`src/design/bsf_pkg.sv`:
```
// Shared constants of the boot sector flash host controller.
package bsf_pkg;
   localparam int CLK_NS = 10;
   // Strobe width for read and write cycles on the flash pins.
   localparam int STROBE_NS = 70;
   localparam int STROBE_CYC = (STROBE_NS + CLK_NS - 1) / CLK_NS;
   // Width of the hardware reset pulse driven to the flash.
   localparam int RESET_NS = 500;
   localparam int RESET_CYC = (RESET_NS + CLK_NS - 1) / CLK_NS;
   localparam int SEQ_DEPTH = 6;
   // Register byte offsets on the control bus.
   localparam logic [7:0] OFS_CTRL = 8'h00;
   localparam logic [7:0] OFS_STATUS = 8'h04;
   localparam logic [7:0] OFS_RDATA = 8'h08;
   localparam logic [7:0] OFS_SEQ = 8'h10;
   // Control register fields.
   localparam int CTRL_GO = 0;
   localparam int CTRL_POLL = 1;
   localparam int CTRL_WORD = 2;
   localparam int CTRL_READ = 3;
   localparam int CTRL_HWRST = 4;
   localparam int CTRL_URGENT = 5;
   localparam int CTRL_LEN_LSB = 8;
   // Status register fields.
   localparam int STAT_BUSY = 0;
   localparam int STAT_READY = 1;
   localparam int STAT_TOG6 = 2;
   localparam int STAT_TOG2 = 3;
   localparam int STAT_PEND = 4;
   // Status bit positions in the flash data word.
   localparam int PROGRESS_BIT = 6;
   localparam int ERASE_SECT_BIT = 2;
   localparam logic [1:0] RESP_OKAY = 2'h0;
   localparam logic [1:0] RESP_SLVERR = 2'h2;
   localparam logic [15:0] OE_WORD = 16'hffff;
   localparam logic [15:0] OE_BYTE = 16'h80ff;
   localparam logic [15:0] OE_BYTE_RD = 16'h8000;
endpackage

```
`src/design/bsf_pin_cycle.sv`:
```
// One asynchronous read or write cycle on the flash pins.
`timescale 1ns/1ps
module bsf_pin_cycle #(
   parameter int STROBE_CYC = bsf_pkg::STROBE_CYC
) (
   input  wire logic        clk_sys,
   input  wire logic        srst,
   input  wire logic        clkEn,
   input  wire logic        start,
   input  wire logic        isWrite,
   input  wire logic        wordMode,
   input  wire logic [20:0] addr,
   input  wire logic [15:0] wdata,
   input  wire logic [15:0] dqIn,
   output logic             done,
   output logic [15:0]      rdata,
   output logic             ceN,
   output logic             weN,
   output logic             oeN,
   output logic [19:0]      pinAddr,
   output logic [15:0]      dqOut,
   output logic [15:0]      dqOe
);
   initial
   begin
      if (STROBE_CYC < 1 || STROBE_CYC > 255)
         $error("STROBE_CYC out of range");
   end

   typedef enum logic [3:0] {
      P_IDLE = 4'h1, P_SETUP = 4'h2, P_STROBE = 4'h4, P_HOLD = 4'h8
   } bsf_pstate_t;

   bsf_pstate_t state_q, state_d;
   logic [7:0]  cnt_q, cnt_d;
   logic        wr_q, wr_d;
   logic        ceN_d, weN_d, oeN_d;
   logic [19:0] addr_d;
   logic [15:0] dqOut_d, dqOe_d, rdata_d;

   assign done = (state_q == P_HOLD) && clkEn;

   always_comb
   begin
      state_d = state_q;
      cnt_d = cnt_q;
      wr_d = wr_q;
      ceN_d = ceN;
      weN_d = weN;
      oeN_d = oeN;
      addr_d = pinAddr;
      dqOut_d = dqOut;
      dqOe_d = dqOe;
      rdata_d = rdata;
      case (state_q)
         P_IDLE:
         begin
            if (start)
            begin
               state_d = P_SETUP;
               ceN_d = 1'b0;
               wr_d = isWrite;
               // In byte mode the top data line carries the low address bit.
               addr_d = wordMode ? addr[19:0] : addr[20:1];
               dqOut_d = wordMode ? wdata : {addr[0], 7'h00, wdata[7:0]};
               if (isWrite)
                  dqOe_d = wordMode ? bsf_pkg::OE_WORD : bsf_pkg::OE_BYTE;
               else
                  dqOe_d = wordMode ? 16'h0000 : bsf_pkg::OE_BYTE_RD;
            end
         end
         P_SETUP:
         begin
            state_d = P_STROBE;
            cnt_d = 8'(STROBE_CYC - 1);
            if (wr_q)
               weN_d = 1'b0;
            else
               oeN_d = 1'b0;
         end
         P_STROBE:
         begin
            if (cnt_q == 8'h00)
            begin
               state_d = P_HOLD;
               weN_d = 1'b1;
               oeN_d = 1'b1;
               if (!wr_q)
                  rdata_d = wordMode ? dqIn : {8'h00, dqIn[7:0]};
            end
            else
               cnt_d = cnt_q - 8'h01;
         end
         P_HOLD:
         begin
            state_d = P_IDLE;
            ceN_d = 1'b1;
            dqOe_d = 16'h0000;
         end
         default: state_d = P_IDLE;
      endcase
   end

   always_ff @(posedge clk_sys)
   begin
      if (srst)
      begin
         state_q <= P_IDLE;
         cnt_q <= 8'h00;
         wr_q <= 1'b0;
         ceN <= 1'b1;
         weN <= 1'b1;
         oeN <= 1'b1;
         pinAddr <= 20'h00000;
         dqOut <= 16'h0000;
         dqOe <= 16'h0000;
         rdata <= 16'h0000;
      end
      else if (clkEn)
      begin
         state_q <= state_d;
         cnt_q <= cnt_d;
         wr_q <= wr_d;
         ceN <= ceN_d;
         weN <= weN_d;
         oeN <= oeN_d;
         pinAddr <= addr_d;
         dqOut <= dqOut_d;
         dqOe <= dqOe_d;
         rdata <= rdata_d;
      end
   end
endmodule

```
`src/design/bsf_host_ctrl.sv`:
```
// Host controller driving a boot sector flash, commanded over AXI4-Lite.
//
// The address map and the AXI4-Lite slave port were left to the implementer.
`timescale 1ns/1ps
// Operation
// - Host sends commands as write cycles into the command register.
// - In unlock bypass a program takes two writes, not four.
// - Host may suspend erase, access other sectors, then resume it.
// - Host can place the flash in low-power standby via control pins.
module bsf_host_ctrl #(
   parameter int SEQ_DEPTH = bsf_pkg::SEQ_DEPTH,
   parameter int RESET_CYC = bsf_pkg::RESET_CYC
) (
   input  wire logic        clk_sys,
   input  wire logic        srst,
   input  wire logic        clkEn,
   input  wire logic [7:0]  s_axi_awaddr,
   input  wire logic        s_axi_awvalid,
   output logic             s_axi_awready,
   input  wire logic [31:0] s_axi_wdata,
   input  wire logic [3:0]  s_axi_wstrb,
   input  wire logic        s_axi_wvalid,
   output logic             s_axi_wready,
   output logic [1:0]       s_axi_bresp,
   output logic             s_axi_bvalid,
   input  wire logic        s_axi_bready,
   input  wire logic [7:0]  s_axi_araddr,
   input  wire logic        s_axi_arvalid,
   output logic             s_axi_arready,
   output logic [31:0]      s_axi_rdata,
   output logic [1:0]       s_axi_rresp,
   output logic             s_axi_rvalid,
   input  wire logic        s_axi_rready,
   output logic             flashCeN,
   output logic             flashWeN,
   output logic             flashOeN,
   output logic             flashResetN,
   output logic             flashByteN,
   output logic [19:0]      flashAddr,
   output logic [15:0]      flashDqOut,
   output logic [15:0]      flashDqOe,
   input  wire logic [15:0] flashDqIn,
   input  wire logic        opCompleteFlagPin
);
   initial
   begin
      if (SEQ_DEPTH < 2 || SEQ_DEPTH > 7
          || RESET_CYC < 1 || RESET_CYC > 65535)
         $error("bsf_host_ctrl parameters out of range");
   end

   typedef enum logic [6:0] {
      S_IDLE = 7'h01, S_SEQ = 7'h02, S_SEQW = 7'h04, S_RDW = 7'h08,
      S_POLL = 7'h10, S_POLLW = 7'h20, S_RST = 7'h40
   } bsf_state_t;

   // Bus slave state.
   logic        awHeld_q, awHeld_d, wHeld_q, wHeld_d;
   logic [7:0]  awAddr_q, awAddr_d;
   logic [31:0] wData_q, wData_d;
   logic [3:0]  wStrb_q, wStrb_d;
   logic        bvalid_d, rvalid_d;
   logic [1:0]  bresp_d, rresp_d;
   logic [31:0] rdata_d;
   logic        wrEn, wrOk, wrSeq;
   logic [7:0]  wrAddr, wrOff, rdOff;
   logic [31:0] wrData;
   logic [3:0]  wrStrb;

   // Control state.
   bsf_state_t  state_q, state_d;
   logic [2:0]  idx_q, idx_d, seqLen_q, seqLen_d;
   logic        poll_q, poll_d, word_q, word_d, pend_q, pend_d;
   logic        prevOk_q, prevOk_d, tog6_q, tog6_d, tog2_q, tog2_d;
   logic [15:0] prev_q, prev_d;
   logic [15:0] rstCnt_q, rstCnt_d;
   logic        rstN_d;
   logic [20:0] seqAddr_q [SEQ_DEPTH];
   logic [15:0] seqData_q [SEQ_DEPTH];
   logic        ctlGo, busy, cycStart, cycWrite, cycDone;
   logic [20:0] cycAddr;
   logic [15:0] pinData;
   logic [2:0]  lenIn;

   assign busy = (state_q != S_IDLE);
   assign flashByteN = word_q;
   assign s_axi_awready = !awHeld_q && !s_axi_bvalid;
   assign s_axi_wready = !wHeld_q && !s_axi_bvalid;
   assign s_axi_arready = !s_axi_rvalid;

   // Address and data may come in either order; the write acts on both.
   always_comb
   begin
      awHeld_d = awHeld_q || (s_axi_awvalid && s_axi_awready);
      wHeld_d = wHeld_q || (s_axi_wvalid && s_axi_wready);
      awAddr_d = awHeld_q ? awAddr_q : s_axi_awaddr;
      wData_d = wHeld_q ? wData_q : s_axi_wdata;
      wStrb_d = wHeld_q ? wStrb_q : s_axi_wstrb;
      wrEn = awHeld_d && wHeld_d && !s_axi_bvalid;
      wrAddr = awAddr_d;
      wrData = wData_d;
      wrStrb = wStrb_d;
      wrOff = wrAddr - bsf_pkg::OFS_SEQ;
      wrSeq = (wrAddr >= bsf_pkg::OFS_SEQ) && (wrAddr[1:0] == 2'h0)
              && (wrOff[7:3] < 5'(SEQ_DEPTH));
      // Partial writes are refused so a half-written command is never issued.
      wrOk = (wrStrb == 4'hf)
             && (wrSeq || wrAddr == bsf_pkg::OFS_CTRL);
      bvalid_d = s_axi_bvalid && !s_axi_bready;
      bresp_d = s_axi_bresp;
      if (wrEn)
      begin
         awHeld_d = 1'b0;
         wHeld_d = 1'b0;
         bvalid_d = 1'b1;
         bresp_d = wrOk ? bsf_pkg::RESP_OKAY : bsf_pkg::RESP_SLVERR;
      end
      rvalid_d = s_axi_rvalid && !s_axi_rready;
      rresp_d = s_axi_rresp;
      rdata_d = s_axi_rdata;
      rdOff = s_axi_araddr - bsf_pkg::OFS_SEQ;
      if (s_axi_arvalid && s_axi_arready)
      begin
         rvalid_d = 1'b1;
         rresp_d = bsf_pkg::RESP_OKAY;
         rdata_d = 32'h00000000;
         if (s_axi_araddr == bsf_pkg::OFS_CTRL)
         begin
            rdata_d[bsf_pkg::CTRL_POLL] = poll_q;
            rdata_d[bsf_pkg::CTRL_WORD] = word_q;
            rdata_d[bsf_pkg::CTRL_LEN_LSB +: 3] = seqLen_q;
         end
         else if (s_axi_araddr == bsf_pkg::OFS_STATUS)
         begin
            rdata_d[bsf_pkg::STAT_BUSY] = busy;
            rdata_d[bsf_pkg::STAT_READY] = opCompleteFlagPin;
            rdata_d[bsf_pkg::STAT_TOG6] = tog6_q;
            rdata_d[bsf_pkg::STAT_TOG2] = tog2_q;
            rdata_d[bsf_pkg::STAT_PEND] = pend_q;
         end
         else if (s_axi_araddr == bsf_pkg::OFS_RDATA)
            rdata_d[15:0] = pinData;
         else if (s_axi_araddr >= bsf_pkg::OFS_SEQ && s_axi_araddr[1:0] == 2'h0
                  && rdOff[7:3] < 5'(SEQ_DEPTH))
         begin
            if (rdOff[2])
               rdata_d[15:0] = seqData_q[rdOff[5:3]];
            else
               rdata_d[20:0] = seqAddr_q[rdOff[5:3]];
         end
         else
            rresp_d = bsf_pkg::RESP_SLVERR;
      end
   end

   always_ff @(posedge clk_sys)
   begin
      if (srst)
      begin
         awHeld_q <= 1'b0;
         wHeld_q <= 1'b0;
         awAddr_q <= 8'h00;
         wData_q <= 32'h00000000;
         wStrb_q <= 4'h0;
         s_axi_bvalid <= 1'b0;
         s_axi_bresp <= 2'h0;
         s_axi_rvalid <= 1'b0;
         s_axi_rresp <= 2'h0;
         s_axi_rdata <= 32'h00000000;
      end
      else if (clkEn)
      begin
         awHeld_q <= awHeld_d;
         wHeld_q <= wHeld_d;
         awAddr_q <= awAddr_d;
         wData_q <= wData_d;
         wStrb_q <= wStrb_d;
         s_axi_bvalid <= bvalid_d;
         s_axi_bresp <= bresp_d;
         s_axi_rvalid <= rvalid_d;
         s_axi_rresp <= rresp_d;
         s_axi_rdata <= rdata_d;
      end
   end

   // Command sequence table: one address and one data word per entry, each set by its own bus write.
   for (genvar g = 0; g < SEQ_DEPTH; g++)
   begin : gEntry
      logic [20:0] a_d;
      logic [15:0] d_d;
      always_comb
      begin
         a_d = seqAddr_q[g];
         d_d = seqData_q[g];
         if (wrEn && wrOk && wrSeq && wrOff[5:3] == 3'(g))
         begin
            if (wrOff[2])
               d_d = wrData[15:0];
            else
               a_d = wrData[20:0];
         end
      end
      always_ff @(posedge clk_sys)
      begin
         if (srst)
         begin
            seqAddr_q[g] <= 21'h000000;
            seqData_q[g] <= 16'h0000;
         end
         else if (clkEn)
         begin
            seqAddr_q[g] <= a_d;
            seqData_q[g] <= d_d;
         end
      end
   end

   assign ctlGo = wrEn && wrOk && (wrAddr == bsf_pkg::OFS_CTRL)
                  && wrData[bsf_pkg::CTRL_GO];
   assign lenIn = (wrData[bsf_pkg::CTRL_LEN_LSB +: 3] > 3'(SEQ_DEPTH))
                  ? 3'(SEQ_DEPTH) : wrData[bsf_pkg::CTRL_LEN_LSB +: 3];

   always_comb
   begin
      state_d = state_q;
      idx_d = idx_q;
      seqLen_d = seqLen_q;
      poll_d = poll_q;
      word_d = word_q;
      pend_d = pend_q;
      prevOk_d = prevOk_q;
      prev_d = prev_q;
      tog6_d = tog6_q;
      tog2_d = tog2_q;
      rstCnt_d = rstCnt_q;
      rstN_d = flashResetN;
      cycStart = 1'b0;
      cycWrite = 1'b0;
      cycAddr = seqAddr_q[idx_q];
      // A go that arrives while busy is dropped unless marked urgent.
      if (ctlGo && (!busy || wrData[bsf_pkg::CTRL_URGENT]))
      begin
         seqLen_d = lenIn;
         poll_d = wrData[bsf_pkg::CTRL_POLL];
         if (!busy)
            word_d = wrData[bsf_pkg::CTRL_WORD];
         if (busy)
            pend_d = 1'b1;
      end
      case (state_q)
         S_IDLE:
         begin
            idx_d = 3'h0;
            if (ctlGo && wrData[bsf_pkg::CTRL_HWRST])
            begin
               state_d = S_RST;
               rstN_d = 1'b0;
               rstCnt_d = 16'(RESET_CYC - 1);
            end
            else if (ctlGo && wrData[bsf_pkg::CTRL_READ])
            begin
               cycStart = 1'b1;
               cycAddr = seqAddr_q[0];
               state_d = S_RDW;
            end
            else if ((ctlGo && lenIn != 3'h0) || (pend_q && seqLen_q != 3'h0))
            begin
               state_d = S_SEQ;
               pend_d = 1'b0;
               tog6_d = 1'b0;
               tog2_d = 1'b0;
            end
            else
               pend_d = 1'b0;
         end
         S_SEQ:
         begin
            cycStart = 1'b1;
            cycWrite = 1'b1;
            state_d = S_SEQW;
         end
         S_SEQW:
         begin
            if (cycDone)
            begin
               if (idx_q == seqLen_q - 3'h1)
               begin
                  prevOk_d = 1'b0;
                  state_d = poll_q ? S_POLL : S_IDLE;
               end
               else
               begin
                  idx_d = idx_q + 3'h1;
                  state_d = S_SEQ;
               end
            end
         end
         S_RDW:
         begin
            if (cycDone)
               state_d = S_IDLE;
         end
         S_POLL:
         begin
            // A pending command sequence, such as a suspend, may be slipped in between status reads.
            if (pend_q)
            begin
               pend_d = 1'b0;
               idx_d = 3'h0;
               state_d = S_SEQ;
            end
            else
            begin
               cycStart = 1'b1;
               state_d = S_POLLW;
            end
         end
         S_POLLW:
         begin
            if (cycDone)
            begin
               // Done once the progress bit stops toggling and the pin is ready.
               if (prevOk_q && opCompleteFlagPin
                   && prev_q[bsf_pkg::PROGRESS_BIT]
                   == pinData[bsf_pkg::PROGRESS_BIT])
                  state_d = S_IDLE;
               else
                  state_d = S_POLL;
               if (prevOk_q && prev_q[bsf_pkg::PROGRESS_BIT]
                   != pinData[bsf_pkg::PROGRESS_BIT])
                  tog6_d = 1'b1;
               if (prevOk_q && prev_q[bsf_pkg::ERASE_SECT_BIT]
                   != pinData[bsf_pkg::ERASE_SECT_BIT])
                  tog2_d = 1'b1;
               prev_d = pinData;
               prevOk_d = 1'b1;
            end
         end
         S_RST:
         begin
            if (rstCnt_q == 16'h0000)
            begin
               rstN_d = 1'b1;
               state_d = S_IDLE;
            end
            else
               rstCnt_d = rstCnt_q - 16'h0001;
         end
         default: state_d = S_IDLE;
      endcase
   end

   always_ff @(posedge clk_sys)
   begin
      if (srst)
      begin
         state_q <= S_IDLE;
         idx_q <= 3'h0;
         seqLen_q <= 3'h0;
         poll_q <= 1'b0;
         word_q <= 1'b1;
         pend_q <= 1'b0;
         prevOk_q <= 1'b0;
         prev_q <= 16'h0000;
         tog6_q <= 1'b0;
         tog2_q <= 1'b0;
         rstCnt_q <= 16'h0000;
         flashResetN <= 1'b1;
      end
      else if (clkEn)
      begin
         state_q <= state_d;
         idx_q <= idx_d;
         seqLen_q <= seqLen_d;
         poll_q <= poll_d;
         word_q <= word_d;
         pend_q <= pend_d;
         prevOk_q <= prevOk_d;
         prev_q <= prev_d;
         tog6_q <= tog6_d;
         tog2_q <= tog2_d;
         rstCnt_q <= rstCnt_d;
         flashResetN <= rstN_d;
      end
   end

   bsf_pin_cycle u_cycle (
      .clk_sys  (clk_sys),
      .srst     (srst),
      .clkEn    (clkEn),
      .start    (cycStart),
      .isWrite  (cycWrite),
      .wordMode (word_q),
      .addr     (cycAddr),
      .wdata    (seqData_q[idx_q]),
      .dqIn     (flashDqIn),
      .done     (cycDone),
      .rdata    (pinData),
      .ceN      (flashCeN),
      .weN      (flashWeN),
      .oeN      (flashOeN),
      .pinAddr  (flashAddr),
      .dqOut    (flashDqOut),
      .dqOe     (flashDqOe)
   );

   // Helper: counts falling write strobes on the pin since the sequence began.
   logic [3:0] weFalls_q;
   logic       weSeen_q;
   always_ff @(posedge clk_sys)
   begin
      if (srst)
      begin
         weFalls_q <= 4'h0;
         weSeen_q <= 1'b1;
      end
      else if (clkEn)
      begin
         weSeen_q <= flashWeN;
         if (state_q != S_SEQ && state_q != S_SEQW)
            weFalls_q <= 4'h0;
         else if (weSeen_q && !flashWeN)
            weFalls_q <= weFalls_q + 4'h1;
      end
   end
endmodule

```
`config.mk`:
```
export PLATFORM = sky130hd
export DESIGN_NAME = bsf_host_ctrl
export DESIGN_NICKNAME = d
export VERILOG_FILES = /design/src/design/bsf_pkg.sv /design/src/design/bsf_pin_cycle.sv /design/src/design/bsf_host_ctrl.sv
export SDC_FILE = /design/constraint.sdc
export NUM_CORES = 1
export LEC_CHECK = 0
export BUFFER_PORTS_ARGS = -buffer_cell sky130_fd_sc_hd__buf_4
export CORE_MARGIN = 2
export CORE_UTILIZATION = 62
export CTS_BUF_LIST = sky130_fd_sc_hd__clkbuf_8
export CTS_CLUSTER_SIZE = 25
export DETAILED_ROUTE_END_ITERATION = 8
export GPL_TIMING_DRIVEN = 0
export PLACE_DENSITY = 0.83
export SETUP_SLACK_MARGIN = 0.3
export SYNTH_ARGS = -nofsm -noshare
export SYNTH_HDL_FRONTEND = slang
export SYNTH_HIERARCHICAL = 1
export SYNTH_SLANG_ARGS = --single-unit
```
`constraint.sdc`:
```
create_clock -name clk_sys -period 4.63 [get_ports clk_sys]
set_clock_uncertainty 0.15 [all_clocks]
set_input_delay 0.926 -clock clk_sys [delete_from_list [all_inputs] [get_ports clk_sys]]
set_output_delay 0.926 -clock clk_sys [all_outputs]
set_load 0.02 [all_outputs]
```
==> impl_results.md <==
- Met3 usage: 11.3%
- I/O pin cnt: 175
- Clock sink total: ~390
- Psw: roughly 2.2 mW
- Min Tclk post-route: between 4 and 5 ns
- Peak VDD IR: around 300 uV
- Post-route ant nets: 0
- # setup viols final: 0
- EDFF count, synth: between 200 and 250
- I/O Buffers: between 100 and 150
- Via Count: 16,900
- GR Util met2: 58.2%
- Rows: 65
- # hold bufs at CTS: 0
- P_leak: 8.49 nW
- Max incr delay on CP: approximately 0.57 ns
- Worst skew pair latency: slightly above 0.6 ns
- Placed cell count: 2,400
- H-tree depth: 3
- Pwr/cell area: 354 mW/mm^2
- Fin nets: 2,156
- Yosys reg bits: 394
- Top cells by area, synth: edfxtp_1 34%, dfxtp_1 18%, mux4_2 10%, nor2_1 7.2%, mux2i_1 6.4%
- DP Wirelength: approximately 46,000 um
- Final Hold Fails: 0
- Post-synth top area share: 33.9%
- # DRC: 0
- Global-route wire length before repair: about 95,000 um
- Sequential area share after synthesis: around half
- Critical-path cell list: clkbuf_2 > clkbuf_2 > buf_2 > inv_1 > ha_1 > o41ai_1 > nand2_2 > or4_1 > clkbuf_1 > a211oi_1 > a221o_1
- Yosys warns: 6
- Flop pwr share: 48.8%
- Yosys cell types: between 70 and 80
- TritonRoute pass-1 iters: 6
- Fraction of layout cells with a size suffix above 1: 19.0%
- Most frequent CP cell: clkbuf_2
- HP Class: reg2reg
- Required @ worst endpoint: 5.01 ns
- CP startpoint kind: input pin
- Num CTS Buffers: 66
- Critical path endpoint category: flop
- CTS tree: yes
- Root buffer cell: clkbuf_8
- DRT iter0 DRCs: roughly 2,200
- Routed wire length per instance: between 20 and 30 um
- Die Y: approximately 180 um
- Max Root-Sink Buffers: 3
- Syn-to-layout area delta: 15.6%
- Die area: roughly 0.033 mm^2
- Max-slew violations: 0
- RSZ-0062 raised after global routing: true
- Cells after synthesis: 1,839
- Highest clock rate: 230 MHz
- Vias in the first global route: 16,200
- Max Cap Viol: 0
- DRT Wirelength: approximately 64,000 um
- Avg Synthesized Cell Area: ~11 um^2
- Mapped cell area: 0.0197 mm^2
- Commonest non-fill, non-tap cells in the layout: 375 x nor2_1, 222 x edfxtp_1, 176 x buf_4, 172 x dfxtp_1, 124 x mux2i_1
- Slowest-stage cell, CP: a211oi_1
- Cell type with the largest total area after synthesis: edfxtp_1
- Clk pin slew, worst setup/hold paths: about 0.060 ns
- GR Overflow Total: 0
- Post-synth ARST share: 0%
- Vias per std cell: roughly 6.7
- Initial Util: 62.6%
- GR Layer Usage met1: roughly half
- Worst EP arrival: around 4.7 ns
- Non-Filler Instances: roughly 2,500
- Core ar.: 0.0314 mm^2
- Pint: ~5.8 mW
- Status: finished, final reports clean
- Tcrit/Tclk final: 94.1%
- Worst Path Max Fanout: 10
- Switching Fraction: between 20% and 30%
- Initial antenna violation count: 2
- Total track usage: 38.6%
- Placer Congestion: 0.990
- Synth Flop Type: edfxtp_1
- Die width: 182 um
- Clock share of power: between 30% and 40%
- Largest net degree at the start of global routing: 22
- Critical path type: in2reg
- Comb pwr share: a little over an eighth
- Worst-Margin Slew: 1.34 ns
- Most common cell after layout, fill and taps aside: nor2_1
- Most Crowded Layer GR: met2
- Max_slew headroom: 10.5%
- Final core occ: 72.4%
[critical path, delay by kind of cell]
family	cells	cell delay, ns
buf+inv	5	1.54
compound gates	3	1.17
simple gates	2	0.79
fa+ha+maj	1	0.28
[layout make-up]
class	instances	area [um^2]
Sequential cell	394	10100
Inverter	20	75.1
Clock inverter	37	205
Multi-Input combinational cell	1263	8820
Clock buffer	77	1060
Antenna cell	1	2.50
Tap cell	402	503
Buffer	174	807
Fill cell	2261	8680
Timing Repair Buffer	150	1130
[registers in the layout, indices dropped and copies added, names as in the netlist, 4 cells and up, named ones only]
signal	flops
u_cycle/dqOut	16
u_cycle/pinAddr	20
s_axi_rdata	21
seqAddr_q	126
state_q	7
rstCnt_q	16
u_cycle/state_q	4
awAddr_q	8
seqData_q	96
wData_q	21
u_cycle/cnt_q	8
wStrb_q	4
u_cycle/rdata	16
[power groups by stage]
stage	Clock, mW	Combinational (mW)	Sequential [mW]
CTS	3.03	1.03	3.91
global route	3.17	1.12	3.93
finish	3.04	1.07	3.92
detailed placement	0	1.02	3.99
floorplan	0	0.619	3.99
global placement	0	0.991	3.97
[per-layer routing]
| layer | up-vias | routed length (um) |
|---|---|---|
| met5 | - | 105 |
| met4 | 4 | 4830 |
| met3 | 300 | 8800 |
| met2 | 1364 | 27800 |
| met1 | 8049 | 22400 |
| li1 | 7208 | - |
[cells by family (layout without fill, tap and decap cells)]
logic type	count (synthesis)	count (layout)	share of synthesized area, %
AO/OA/AOI/OAI	317	317	10.1
XOR/XNOR	15	15	0.745
adder cells (fa/ha/maj)	10	10	0.637
buffers and inverters	194	458	4.34
flip-flops	394	394	51.4
multiplexers	216	216	16.6
other	1	14	0.0191
AND/OR/NAND/NOR	692	692	16.1
[stage by stage]
stage               setup WS (ns)  TNS, ns  cell area (um^2)  power [mW]  hold slack [ns]
floorplan                   0.412        0             19700        4.61            0.282
global placement            -1.54   -84.99             21300        4.96            0.294
detailed placement          -1.70   -74.87             21300        5.00            0.297
CTS                         0.364        0             22700        7.98            0.304
global route                0.235        0             22700        8.22            0.327
finish                      0.275        0             22700        8.04            0.309
[repair_timing]
item                       CTS  global route
setup buffers                2             1
resized for setup           19            13
pin swaps                    2             1
setup endpoints to repair  168           105
[synthesized netlist by cell type (6+ instances only)]
library cell and number:
nand2b_1 20, or4_1 10, a21oi_1 90, clkbuf_1 112, nor2b_1 8, nor3b_1 10
xnor2_1 7, a22oi_1 6, o211ai_1 6, nand3_1 41, nor2_1 375, edfxtp_1 222
nand2_1 107, o21ai_1 33, or3_1 18, a221o_1 7, and2_1 7, buf_4 27
buf_1 21, xor2_1 7, nor4_1 7, buf_2 13, dfxtp_1 172, a31oi_1 8
nand4_1 23, o22ai_1 7, nor3_1 29, mux2i_1 126, inv_1 20, mux4_2 88
o21ai_0 58, a211oi_1 65, ha_1 10
[path summary, 6_finish.rpt]
check	start	endpoint	slack, ns	cells after the start
max reg2reg	flop	u_cycle/pinAddr[9]	0.36	9
min	u_cycle/dqOut[11]	u_cycle/dqOut[11]	0.31	2
max	s_axi_araddr[4]	s_axi_rdata[7]	0.28	11
min reg2reg	u_cycle/dqOut[11]	u_cycle/dqOut[11]	0.31	2
Power figures use the tool's default switching activity.
